$ cat src/core/opc_pkg.sv
// Package for the operator panel mode controller: mode codes, timing counts, field layout.
// Assumes a single 100 MHz system clock.
package opc_pkg;
  localparam int CLK_HZ = 100000000;
  localparam int IDLE_TIMEOUT_S = 120;              // Two minutes of no button activity
  localparam int REPEAT_PERIOD_MS = 1000;           // Hold-repeat about once per second
  localparam int DEBOUNCE_MS = 10;
  localparam longint IDLE_CYCLES = longint'(IDLE_TIMEOUT_S) * longint'(CLK_HZ);
  localparam int REPEAT_CYCLES = (CLK_HZ / 1000) * REPEAT_PERIOD_MS;
  localparam int DEBOUNCE_CYCLES = (CLK_HZ / 1000) * DEBOUNCE_MS;
  localparam int DISP_LINES = 2;
  localparam int DISP_CHARS = 16;
  localparam int NUM_NAV_BUTTONS = 4;
  localparam int NUM_BUTTONS = 6;
  // Button indices in the debounced vector
  localparam int BTN_SELECT = 0;
  localparam int BTN_LOWER = 1;
  localparam int BTN_RAISE = 2;
  localparam int BTN_ENTER = 3;
  localparam int BTN_RESET = 4;
  localparam int BTN_FRONT = 5;
  localparam int FUNC_W = 6;
  // Display modes in fixed scroll order
  typedef enum logic [6:0] {
    MODE_READY = 7'h01,
    MODE_SETTINGS = 7'h02,
    MODE_TARGETS = 7'h04,
    MODE_STATISTIC = 7'h08,
    MODE_TEST = 7'h10,
    MODE_LOCKOUT = 7'h20,
    MODE_DISABLED = 7'h40
  } opc_mode_type;
  // Relay state reported by the reclosing logic
  localparam logic [1:0] RELAY_READY = 2'h0;
  localparam logic [1:0] RELAY_LOCKOUT = 2'h1;
  localparam logic [1:0] RELAY_DISABLED = 2'h2;
  localparam logic [1:0] RELAY_CYCLING = 2'h3;
endpackage : opc_pkg

$ cat src/core/opc_panel.sv
// Front panel mode controller: buttons, display mode, function index, front port, failed-reclose latch.
// Assumes button pins are raw asynchronous levels; relay state inputs come from logic on clk.
// Limitation: value editing, target lists and settings storage live outside this block.
//
// How it works
// RULE1 - A 2 x 16 character display is driven with four navigation buttons: select, lower, raise, enter.
// RULE2 - The display is organised as a function field, a value field and a mode field.
// RULE3 - Seven display modes exist and the current mode name is shown at the top right.
// RULE4 - After two minutes without a button press the display returns to the default mode for the relay state.
// RULE5 - Holding select steps through the modes in fixed order about once per second.
// RULE6 - Lower and raise step the function index back and forth, repeating about once per second when held.
// RULE7 - Reset clears the failed-reclose indicator and contact and returns to ready or lockout mode.
// RULE8 - The front port enable button activates the front port and the rear port is then disabled.
// RULE9 - In ready mode a reclosing sequence starts as soon as the reclosure 1 initiation is seen.
// RULE10 - At cycle end the display goes to ready on success or lockout when no more reclosure is possible.
// RULE11 - In the function-scroll state one select press advances to the next mode.
// RULE12 - All buttons are debounced, act on a registered press edge, and every press restarts the idle timer.
`timescale 1ns/1ps
module opc_panel #(
  parameter longint IDLE_CYCLES = opc_pkg::IDLE_CYCLES,
  parameter int REPEAT_CYCLES = opc_pkg::REPEAT_CYCLES,
  parameter int DEBOUNCE_CYCLES = opc_pkg::DEBOUNCE_CYCLES,
  parameter int NUM_FUNCS = 16
) (
  input wire logic clk,
  input wire logic nrst,
  input wire logic btn_select,
  input wire logic btn_lower,
  input wire logic btn_raise,
  input wire logic btn_enter,
  input wire logic btn_reset,
  input wire logic btn_front_port,
  input wire logic front_port_done,
  input wire logic [1:0] relay_state,
  input wire logic recl1_initiate,
  input wire logic cycle_end_ok,
  input wire logic cycle_end_lockout,
  input wire logic failed_reclose_evt,
  output logic [6:0] disp_mode,
  output logic [opc_pkg::FUNC_W-1:0] disp_func,
  output logic enter_press,
  output logic cycle_start,
  output logic cycle_active,
  output logic failed_reclose_led,
  output logic failed_reclose_contact,
  output logic front_port_en,
  output logic rear_port_en
);
  // Button pins, debounced levels and one-cycle press strobes
  logic [opc_pkg::NUM_BUTTONS-1:0] pins, lvl, prs;
  // Current display mode and its next value
  opc_pkg::opc_mode_type mode_r, mode_nxt;
  // Function index inside the current mode
  logic [opc_pkg::FUNC_W-1:0] func_r, func_nxt;
  // Two minutes at the system clock does not fit in 32 bits
  logic [63:0] idle_r, idle_nxt;
  // Hold-repeat timer
  logic [31:0] rep_r, rep_nxt;
  // Failed-reclose latch, front port session, reclosing cycle
  logic fail_r, fail_nxt;
  logic front_r, front_nxt;
  logic cyc_r, cyc_nxt;
  // Pulse outputs are registered so they come from flip-flops
  logic start_r, start_nxt;
  logic enter_r, enter_nxt;
  logic step_sel, step_lo, step_hi, rep_tick, any_press;

  // Next mode in the fixed scroll order
  // Disabled wraps back to ready, closing the loop
  function automatic opc_pkg::opc_mode_type next_mode(input opc_pkg::opc_mode_type m);
    case (m)
      opc_pkg::MODE_READY: next_mode = opc_pkg::MODE_SETTINGS;
      opc_pkg::MODE_SETTINGS: next_mode = opc_pkg::MODE_TARGETS;
      opc_pkg::MODE_TARGETS: next_mode = opc_pkg::MODE_STATISTIC;
      opc_pkg::MODE_STATISTIC: next_mode = opc_pkg::MODE_TEST;
      opc_pkg::MODE_TEST: next_mode = opc_pkg::MODE_LOCKOUT;
      opc_pkg::MODE_LOCKOUT: next_mode = opc_pkg::MODE_DISABLED;
      default: next_mode = opc_pkg::MODE_READY;
    endcase
  endfunction : next_mode

  // Default mode follows the relay state
  // A cycling relay keeps ready as its default until the cycle ends
  function automatic opc_pkg::opc_mode_type default_mode(input logic [1:0] st);
    if (st == opc_pkg::RELAY_LOCKOUT) begin
      default_mode = opc_pkg::MODE_LOCKOUT;
    end else if (st == opc_pkg::RELAY_DISABLED) begin
      default_mode = opc_pkg::MODE_DISABLED;
    end else begin
      default_mode = opc_pkg::MODE_READY;
    end
  endfunction : default_mode

  // Pin order matches the button indices of the package
  assign pins = {btn_front_port, btn_reset, btn_enter, btn_raise, btn_lower, btn_select};

  // One debouncer per button; press is a registered one-cycle edge
  // Separate filters so a bouncing key cannot mask another
  for (genvar i = 0; i < opc_pkg::NUM_BUTTONS; i++) begin : g_db
    opc_debounce #(.STABLE_CYCLES(DEBOUNCE_CYCLES)) u_db (
      .clk(clk),
      .nrst(nrst),
      .pin(pins[i]),
      .level(lvl[i]),
      .press(prs[i])
    ); // RULE12
  end

  // A fresh press of any button restarts the idle timer; holding does not
  assign any_press = |prs; // RULE12
  // Repeat tick fires while select, lower or raise stays held
  assign rep_tick = (rep_r == 32'(REPEAT_CYCLES - 1));
  // A held key steps again on every repeat tick
  assign step_sel = prs[opc_pkg::BTN_SELECT] | (lvl[opc_pkg::BTN_SELECT] & rep_tick); // RULE5 RULE11
  assign step_lo = prs[opc_pkg::BTN_LOWER] | (lvl[opc_pkg::BTN_LOWER] & rep_tick); // RULE6
  assign step_hi = prs[opc_pkg::BTN_RAISE] | (lvl[opc_pkg::BTN_RAISE] & rep_tick); // RULE6

  // Hold-repeat and idle timers
  always_comb begin
    // A fresh press restarts the count, so the first repeat comes a full period later
    rep_nxt = 32'h0;
    if ((|lvl[opc_pkg::BTN_RAISE:opc_pkg::BTN_SELECT]) && !any_press && !rep_tick) begin
      rep_nxt = rep_r + 32'h1;
    end
    // The idle timer wraps by itself, so the default is re-applied every period
    idle_nxt = idle_r + 64'h1;
    if (any_press || idle_r == 64'(IDLE_CYCLES - 1)) begin
      idle_nxt = 64'h0; // RULE12
    end
  end

  // Mode, function index, latches and ports
  always_comb begin
    mode_nxt = mode_r;
    func_nxt = func_r;
    fail_nxt = fail_r;
    front_nxt = front_r;
    cyc_nxt = cyc_r;
    start_nxt = 1'b0;
    // Enter is only reported; value editing lives beyond this block
    enter_nxt = prs[opc_pkg::BTN_ENTER]; // RULE1
    // Failed-reclose latch: a new event wins over reset
    if (failed_reclose_evt) begin
      fail_nxt = 1'b1;
    end else if (prs[opc_pkg::BTN_RESET]) begin
      fail_nxt = 1'b0; // RULE7
    end
    // Front port stays on until its session ends
    if (prs[opc_pkg::BTN_FRONT]) begin
      front_nxt = 1'b1; // RULE8
    end else if (front_port_done) begin
      front_nxt = 1'b0;
    end
    // Reclosing cycle tracking
    // Only ready mode with a ready relay may start; a stray initiate elsewhere is ignored
    if (!cyc_r && mode_r == opc_pkg::MODE_READY && relay_state == opc_pkg::RELAY_READY && recl1_initiate) begin
      cyc_nxt = 1'b1; // RULE9
      start_nxt = 1'b1;
    end else if (cyc_r && (cycle_end_ok || cycle_end_lockout)) begin
      cyc_nxt = 1'b0;
    end
    // Display mode selection, highest priority first
    if (cyc_r && cycle_end_lockout) begin
      mode_nxt = opc_pkg::MODE_LOCKOUT; // RULE10
      func_nxt = '0;
    end else if (cyc_r && cycle_end_ok) begin
      mode_nxt = opc_pkg::MODE_READY; // RULE10
      func_nxt = '0;
    end else if (prs[opc_pkg::BTN_RESET]) begin
      mode_nxt = (relay_state == opc_pkg::RELAY_LOCKOUT) ? opc_pkg::MODE_LOCKOUT : opc_pkg::MODE_READY; // RULE7
      func_nxt = '0;
    end else if (step_sel) begin
      mode_nxt = next_mode(mode_r); // RULE5 RULE11 RULE3
      func_nxt = '0;
    end else if (step_hi) begin
      // Lower and raise wrap around the function list
      func_nxt = (func_r == opc_pkg::FUNC_W'(NUM_FUNCS - 1)) ? '0 : func_r + 1'b1; // RULE6
    end else if (step_lo) begin
      func_nxt = (func_r == '0) ? opc_pkg::FUNC_W'(NUM_FUNCS - 1) : func_r - 1'b1; // RULE6
    end else if (idle_r == 64'(IDLE_CYCLES - 1)) begin
      // Lowest priority: any button step in the same cycle wins
      mode_nxt = default_mode(relay_state); // RULE4
      func_nxt = '0;
    end
  end

  // State registers; reset shows ready mode with every latch clear
  always_ff @(posedge clk or negedge nrst) begin
    if (!nrst) begin
      mode_r <= opc_pkg::MODE_READY;
      func_r <= '0;
      idle_r <= 64'h0;
      rep_r <= 32'h0;
      fail_r <= 1'b0;
      front_r <= 1'b0;
      cyc_r <= 1'b0;
      start_r <= 1'b0;
      enter_r <= 1'b0;
    end else begin
      mode_r <= mode_nxt;
      func_r <= func_nxt;
      idle_r <= idle_nxt;
      rep_r <= rep_nxt;
      fail_r <= fail_nxt;
      front_r <= front_nxt;
      cyc_r <= cyc_nxt;
      start_r <= start_nxt;
      enter_r <= enter_nxt;
    end
  end

  // Mode code drives the top-right field, func index the function/value fields
  assign disp_mode = mode_r; // RULE2 RULE3
  assign disp_func = func_r; // RULE2
  assign enter_press = enter_r;
  assign cycle_start = start_r;
  assign cycle_active = cyc_r;
  // Indicator and contact share one latch so they never disagree
  assign failed_reclose_led = fail_r;
  assign failed_reclose_contact = fail_r; // RULE7
  assign front_port_en = front_r;
  // Rear port is blocked for as long as the front session lasts
  assign rear_port_en = ~front_r; // RULE8
endmodule : opc_panel

$ cat src/core/opc_debounce.sv
// Debouncer for one push-button pin: two-flop synchroniser, stable-count filter, press edge.
// Assumes the pin is asynchronous to clk and active high.
`timescale 1ns/1ps
module opc_debounce #(
  parameter int STABLE_CYCLES = opc_pkg::DEBOUNCE_CYCLES
) (
  input wire logic clk,
  input wire logic nrst,
  input wire logic pin,
  output logic level,
  output logic press
);
  logic sync1_r, sync2_r, level_r, level_nxt, press_r, press_nxt;
  logic [31:0] cnt_r, cnt_nxt;

  // Filter: accept new level only after it stays stable
  always_comb begin
    level_nxt = level_r;
    press_nxt = 1'b0;
    cnt_nxt = 32'h0;
    if (sync2_r != level_r) begin
      if (cnt_r >= 32'(STABLE_CYCLES - 1)) begin
        level_nxt = sync2_r;
        press_nxt = sync2_r;
      end else begin
        cnt_nxt = cnt_r + 32'h1;
      end
    end
  end

  always_ff @(posedge clk or negedge nrst) begin
    if (!nrst) begin
      sync1_r <= 1'b0;
      sync2_r <= 1'b0;
      level_r <= 1'b0;
      press_r <= 1'b0;
      cnt_r <= 32'h0;
    end else begin
      sync1_r <= pin;
      sync2_r <= sync1_r;
      level_r <= level_nxt;
      press_r <= press_nxt;
      cnt_r <= cnt_nxt;
    end
  end

  assign level = level_r;
  assign press = press_r;
endmodule : opc_debounce

$ cat config.mk
export PLATFORM = sky130hd
export DESIGN_NAME = opc_panel
export DESIGN_NICKNAME = d
export VERILOG_FILES = /design/src/core/opc_pkg.sv /design/src/core/opc_panel.sv /design/src/core/opc_debounce.sv
export SDC_FILE = /design/constraint.sdc
export NUM_CORES = 1
export LEC_CHECK = 0
export ABC_AREA = 1
export ABC_CLOCK_PERIOD_IN_PS = 2000
export BUFFER_PORTS_ARGS = -buffer_cell sky130_fd_sc_hd__buf_4
export CAP_MARGIN = 20
export CORE_AREA = 2 2 160 178
export CTS_CLUSTER_DIAMETER = 30
export DETAILED_ROUTE_END_ITERATION = 10
export DIE_AREA = 0 0 162 180
export PLACE_DENSITY = 0.79
export SLEW_MARGIN = 40
export SYNTH_ARGS = -nofsm -noshare
export SYNTH_HDL_FRONTEND = slang
export SYNTH_HIERARCHICAL = 1
export SYNTH_SLANG_ARGS = --single-unit
$ cat constraint.sdc
create_clock -name clk -period 2 [get_ports clk]
set_input_delay 0.1 -clock clk [delete_from_list [all_inputs] [get_ports clk]]
set_output_delay 0.1 -clock clk [all_outputs]
set_load 0.02 [all_outputs]
=== After elaboration in Yosys (flattened, before gate mapping) ===
Cells that the tools add are included.

* Flip-flop bits (word level): 330
* Input port bits: 15
* Output and inout port bits: 20
* Word-level logic and storage cells: 163

* $add $sub $neg: 10
* $lt $le $gt $ge: 6
* Equality and inequality tests: 19
* Mux-type cells: 53
* Bitwise operators: 7
* Reduce and logical (&&, ||, !) cells: 29

{| class="wikitable"
|+ Operators with widths
! kind !! count
|-
| $mux 32 || 13
|-
| $add 32x1->32 const B || 7
|-
| $ge 32x20->1 const B || 6
|-
| $add 64x1->64 const B || 1
|-
| $eq 64x34->1 const B || 1
|-
| $mux 64 || 1
|-
| $mux 7 || 9
|-
| $mux 6 || 10
|-
| $pmux 7 s6 || 1
|-
| $eq 32x27->1 const B || 1
|-
| $mux 1 || 19
|-
| $reduce_and 2->1 || 6
|-
| $ne 5x2->1 const B || 2
|-
| $logic_and 1x1->1 || 8
|-
| $eq 7x1->1 const B || 1
|-
| $eq 7x2->1 const B || 1
|-
| $eq 7x3->1 const B || 1
|-
| $eq 7x4->1 const B || 1
|-
| $eq 7x5->1 const B || 1
|-
| $eq 7x6->1 const B || 1
|-
| $reduce_bool 7->1 || 1
|-
| $add 6x1->6 const B || 1
|-
| $eq 6x4->1 const B || 1
|-
| $logic_not 6->1 || 1
|-
| other kinds (15) || 29
|}

=== Logic depth before layout (Yosys ltp) ===
* Depth in word-level cells: 10
* Gate-level depth with buffers: 14
* Depth with buffers taken out: 14

=== Cells and area by module ===
The synthesis kept the hierarchy.

{| class="wikitable"
|+ By module, submodules not included
! module !! instances !! cells an instance !! area an instance (sq um) !! sequential area each (sq um)
|-
| opc_debounce || 6 || 180 || 1604.0 || 900.9
|-
| opc_panel || 1 || 1046 || 7437.1 || 2854.0
|}

=== Worst setup path before layout ===
No wires, ideal clock.

* Path type: register to register
* Start point: reg idle_r[0]
* End point: reg idle_r[52]
* Library setup time: 0.113 ns
* Data arrival time: 1.583 ns
* Data required time: 1.887 ns
* Slack: 0.304 ns
* Stages on the path, launching flop included: 15
* Path buffers: 0
* Clock period less this slack: 1.696 ns
* Cell sequence: dfrtp_1 ha_1 nand2_2 nor2_4 nand2_4 inv_4 nand2_4 nor2_4 nand2_2 nor2_4 nand3_2 nor2_2 nand3_1 nand2_1 inv_1

* Cells in the longest elaborated chain, start to end: 3
* Elaborated cells on any way between the ends: 4
* Classes of those cells: add/sub (1); eq/ne (1); mux (1); reduce/logical (1)

{| class="wikitable"
|+ Ends and longest elaborated chain
! item !! line !! source
|-
| start: declaration || opc_panel.sv:56 || <nowiki>logic [63:0] idle_r, idle_nxt;</nowiki>
|-
| start signal: assignment || opc_panel.sv:202 || <nowiki>idle_r <= idle_nxt;</nowiki>
|-
| branches (longest 2 deep; another with $add 64x1->64) || -- ||
|-
| $mux 64 (*) || opc_panel.sv:127 || <nowiki>if (any_press || idle_r == 64'(IDLE_CYCLES - 1)) begin</nowiki>
|-
| net idle_nxt[52] || opc_panel.sv:56 ||
|}

Mark *: on every way through the listed nets, which the timed path passes.
A chain may end at the register's enable or synchronous reset.

=== Worst setup path in the final report ===
Ends and elaborated chain as after synthesis.

==> reports/results.md <==
| Result | Value |
| --- | --- |
| Result of the run | completed |
| Ratio of final minimum period to clock period | 98.8% |
| Commonest cells after routing, fill and taps aside | nor2_1, nand2_1, dfrtp_1 |
| Number of flops mapped to enable cells by yosys | 0 |
| Peak ir drop on the vdd network | 1.03 mV |
| Routed wire per std cell | 14.8 um |
| Type of element capturing the critical path | register |
| Reg2reg end | idle_r[52]$_DFF_PN0_ |
| RR Startpoint | idle_r[0]$_DFF_PN0_ |
| Worst-path fanout max | 5 |
| Slew at the pin closest to its max-slew limit | 536 ps |
| Worst slew margin relative to its limit | 64.3% |
| Static power due to leakage | 9.06 nW |
| Top Ports | 35 |
| Least setup slack across all paths after layout | 23.3 ps |
| CP Data Arrival Time | 2440 ps |
| Area of all placed cells without fillers | 20800 sq um |
| CTS H-Tree Depth | 3 |
| Worst-case setup slack after placement | 84.4 ps |
| Share of cells above drive strength 1 | 14.9% |
| Die X-Extent | 162 um |
| Max-cap violations | 0 |
| Core Box Area | 27400 sq um |
| Ys async rst share | 100% |
| Total power | 0.0191 W |
| Average vias per placed instance | 5.39 |
| Post-synth cell types | 46 |
| Gate count of the mapped netlist | 2126 |
| Worst Reg2Reg Path Length in Cells | 14 |
| Final weighted congestion in routability-driven placement | 0.973 |
| Placed wire-length estimate after detailed placement | 27.5 mm |
| Startpoint class of the critical path | register |
| Number of antenna violations at the first check in global routing | 0 |
| Worst Skew | 22.6 ps |
| Overall track demand over capacity in global routing | 28.5% |
| Initial standard-cell utilization of the core | 62.3% |
| Crit Path Category | register to register |
| Maximum buffer depth of the clock tree | 3 |
| Count of clock tree sinks | 330 |
| Register bit count reported by yosys | 330 |
| I/O Buffers | 34 |
| Highest clock rate | 0.506 GHz |
| Synthesized area divided by synthesized cell count | 8.03 sq um |
| Diode count | 0 |
| Final-report hold violation count | 0 |
| CTS Root Buffer Type | clkbuf_16 |
| Clock buffer count from CTS | 67 |
| Sequential-to-total area share from yosys stat | 48.4% |
| Most common cell after layout, fill and taps aside | nor2_1 |
| Register clock-pin slew on the reported worst setup and hold paths | 50 ps |
| Count of final setup violators | 0 |
| Global-route wire length before repair | 68.3 mm |
| Area taken by multi-input logic gates | 8060 sq um |
| Setup repair after global routing missed its margin | true |
| Filler-free cell count of the finished design | 2756 |
| Fill cell instance count of the final layout | 1921 |
| Via count of the first global-routing pass | 14857 |
| Layout overhead on the synthesized area | 22.1% |
| FF+latch area | 8260 sq um |
| Placed standard-cell area | 18200 sq um |
| Count of final max-slew check failures | 0 |
| CTS tree | done |
| Die outline area | 29200 sq um |
| Synthesized area | 17100 sq um |
| DRC violations left | 0 |
| Grt total ovfl | 0 |
| Height of the chip | 180 um |
| Final critical delay including setup and external delays | 1980 ps |
| End point of the most critical hold path | cycle_start$_DFF_PN0_ |
| Iteration-0 DRC count of the detailed router | 1037 |
| Origin of the worst min-delay path | relay_state[1] |
| Clk Latency, worst-skew pair | 570 ps |
| Total number of nets in the final design | 2372 |
| Number of antenna-violating nets in the routed design | 0 |
| Final routed wirelength across all metal layers | 40.9 mm |
| Slack of the worst reg-to-reg path | 20 ps |
| # placed instances | 2612 |
| DRT Pass-1 Iters | 7 |
| Pin count of the biggest net entering global routing | 67 |
| Total number of vias | 14842 |
| Placement Rows | 64 |
| Type of the worst min-delay path | input port to register |
| Number of stages on the worst hold path | 5 |
| Worst endpoint required time | 2460 ps |
| Power per standard cell area | 919 nW/um^2 |
| Total number of yosys warnings | 6 |
| Utilization after layout | 76.0% |
| Top FF cell, synth | dfrtp_1 |
worst max-delay path by stage:
stage,from,to,slack [ps]
after floorplan,idle_r[0]$_DFF_PN0_,idle_r[52]$_DFF_PN0_,300
after global placement,g_db[5].u_db/press$_DFF_PN0_,rep_r[9]$_DFF_PN0_,130
after detailed placement,idle_r[0]$_DFF_PN0_,idle_r[52]$_DFF_PN0_,80
after CTS,idle_r[0]$_DFF_PN0_,idle_r[52]$_DFF_PN0_,60
after global routing,idle_r[1]$_DFF_PN0_,idle_r[52]$_DFF_PN0_,-110
final,idle_r[0]$_DFF_PN0_,idle_r[52]$_DFF_PN0_,20
stage by stage:
| stage | hold WS [ps] | setup TNS [ps] |
|---|---|---|
| 4_1_cts | 12.7 | 0 |
| 2_1_floorplan | -196 | 0 |
| 3_5_place_dp | 76.4 | 0 |
| 5_1_grt | 58.2 | -526 |
| 6_report | 25.2 | 0 |
| 3_3_place_gp | 69.9 | 0 |
sequential cells by signal (all words and copies together) (netlist names):
register and count:
failed_reclose_contact 1, cycle_active 1, rep_r 32, g_db.u_db/sync2_r 6
disp_func 6, idle_r 64, cycle_start 1, g_db.u_db/cnt_r 192
enter_press 1, disp_mode 7, g_db.u_db/press 6, g_db.u_db/sync1_r 6
front_port_en 1, g_db.u_db/level 6
cells by family after synthesis:
kind of cell / Yosys count / synth area share (%)
simple gates: 1272 / 33.8
flops: 330 / 48.4
buf+inv: 266 / 6.48
xor+xnor: 127 / 6.52
compound gates: 111 / 3.62
fa+ha+maj: 14 / 1.03
other cells: 6 / 0.132
cell usage after synthesis, types with 2 or more instances:
cell      count  area, sq um
conb_1        6         22.5
nor3_2        4         40.0
nand2_2      31          194
nand3_2      17          170
inv_1       234          878
nor3_4        2         32.5
a31oi_1       4         25.0
o21a_1        4         30.0
nor2_2       39          244
nand2_1     415         1560
ha_1         14          175
buf_6        12          135
o21ai_1      11         55.1
nor2_1      445         1670
clkbuf_1      2         7.51
nand4_1      77          482
nor4_1        5         31.3
a21oi_1      43          215
o21ai_0      32          160
inv_2         8         30.0
nand3_1     122          611
nor3_1       88          440
o21bai_1      8         60.1
nor3b_1       4         30.0
or2_2         2         12.5
nand2_4       5         56.3
nor2_4       11          124
buf_2         8         40.0
o211ai_1      3         22.5
xor2_1      111          972
dfrtp_1     329         8230
xnor2_1      16          140
metal layers:
layer / GRT usage (%) / vias to the layer above / wire, um
met1: 35.4 / 7067 / 16800
met5: 0 / - / 0
met2: 48.6 / 504 / 20300
met3: 4.73 / 122 / 2380
li1: - / 7149 / -
met4: 13.7 / 0 / 1430
power by group:
part           total [W]  internal [W]  switching (W)
clock             0.0108       0.00688        0.00393
combinational    0.00126      0.000447       0.000812
sequential       0.00707       0.00688       0.000189
area by class of cell:
| class | instances | area share (%) |
|---|---|---|
| Clock buffer | 74 | 8.43 |
| Clock inverter | 45 | 2.22 |
| Inverter | 243 | 4.40 |
| Multi-Input combinational cell | 1596 | 38.7 |
| Sequential cell | 330 | 39.7 |
| Tap cell | 363 | 2.18 |
| Timing Repair Buffer | 105 | 4.39 |
timing repair:
item,in CTS,in global routing
hold buffers,11,0
endpoints found under the setup margin,0,55
buffers inserted,0,12
gates resized for setup,0,37
hold endpoints to repair,317,0
worst max-delay path: stages, from the launching register on:
cell      delay, ps
dfrtp_1         390
ha_2            240
nand2_4          70
nor2_4          160
nand2_4          90
clkinv_4         70
nand2_4          50
nor2_4          150
nand2_2         100
nor2_4          150
nand3_4         100
nor2_4          140
nand3_2          60
nand2_1          60
inv_1            40
Power figures use the tool's default switching activity.
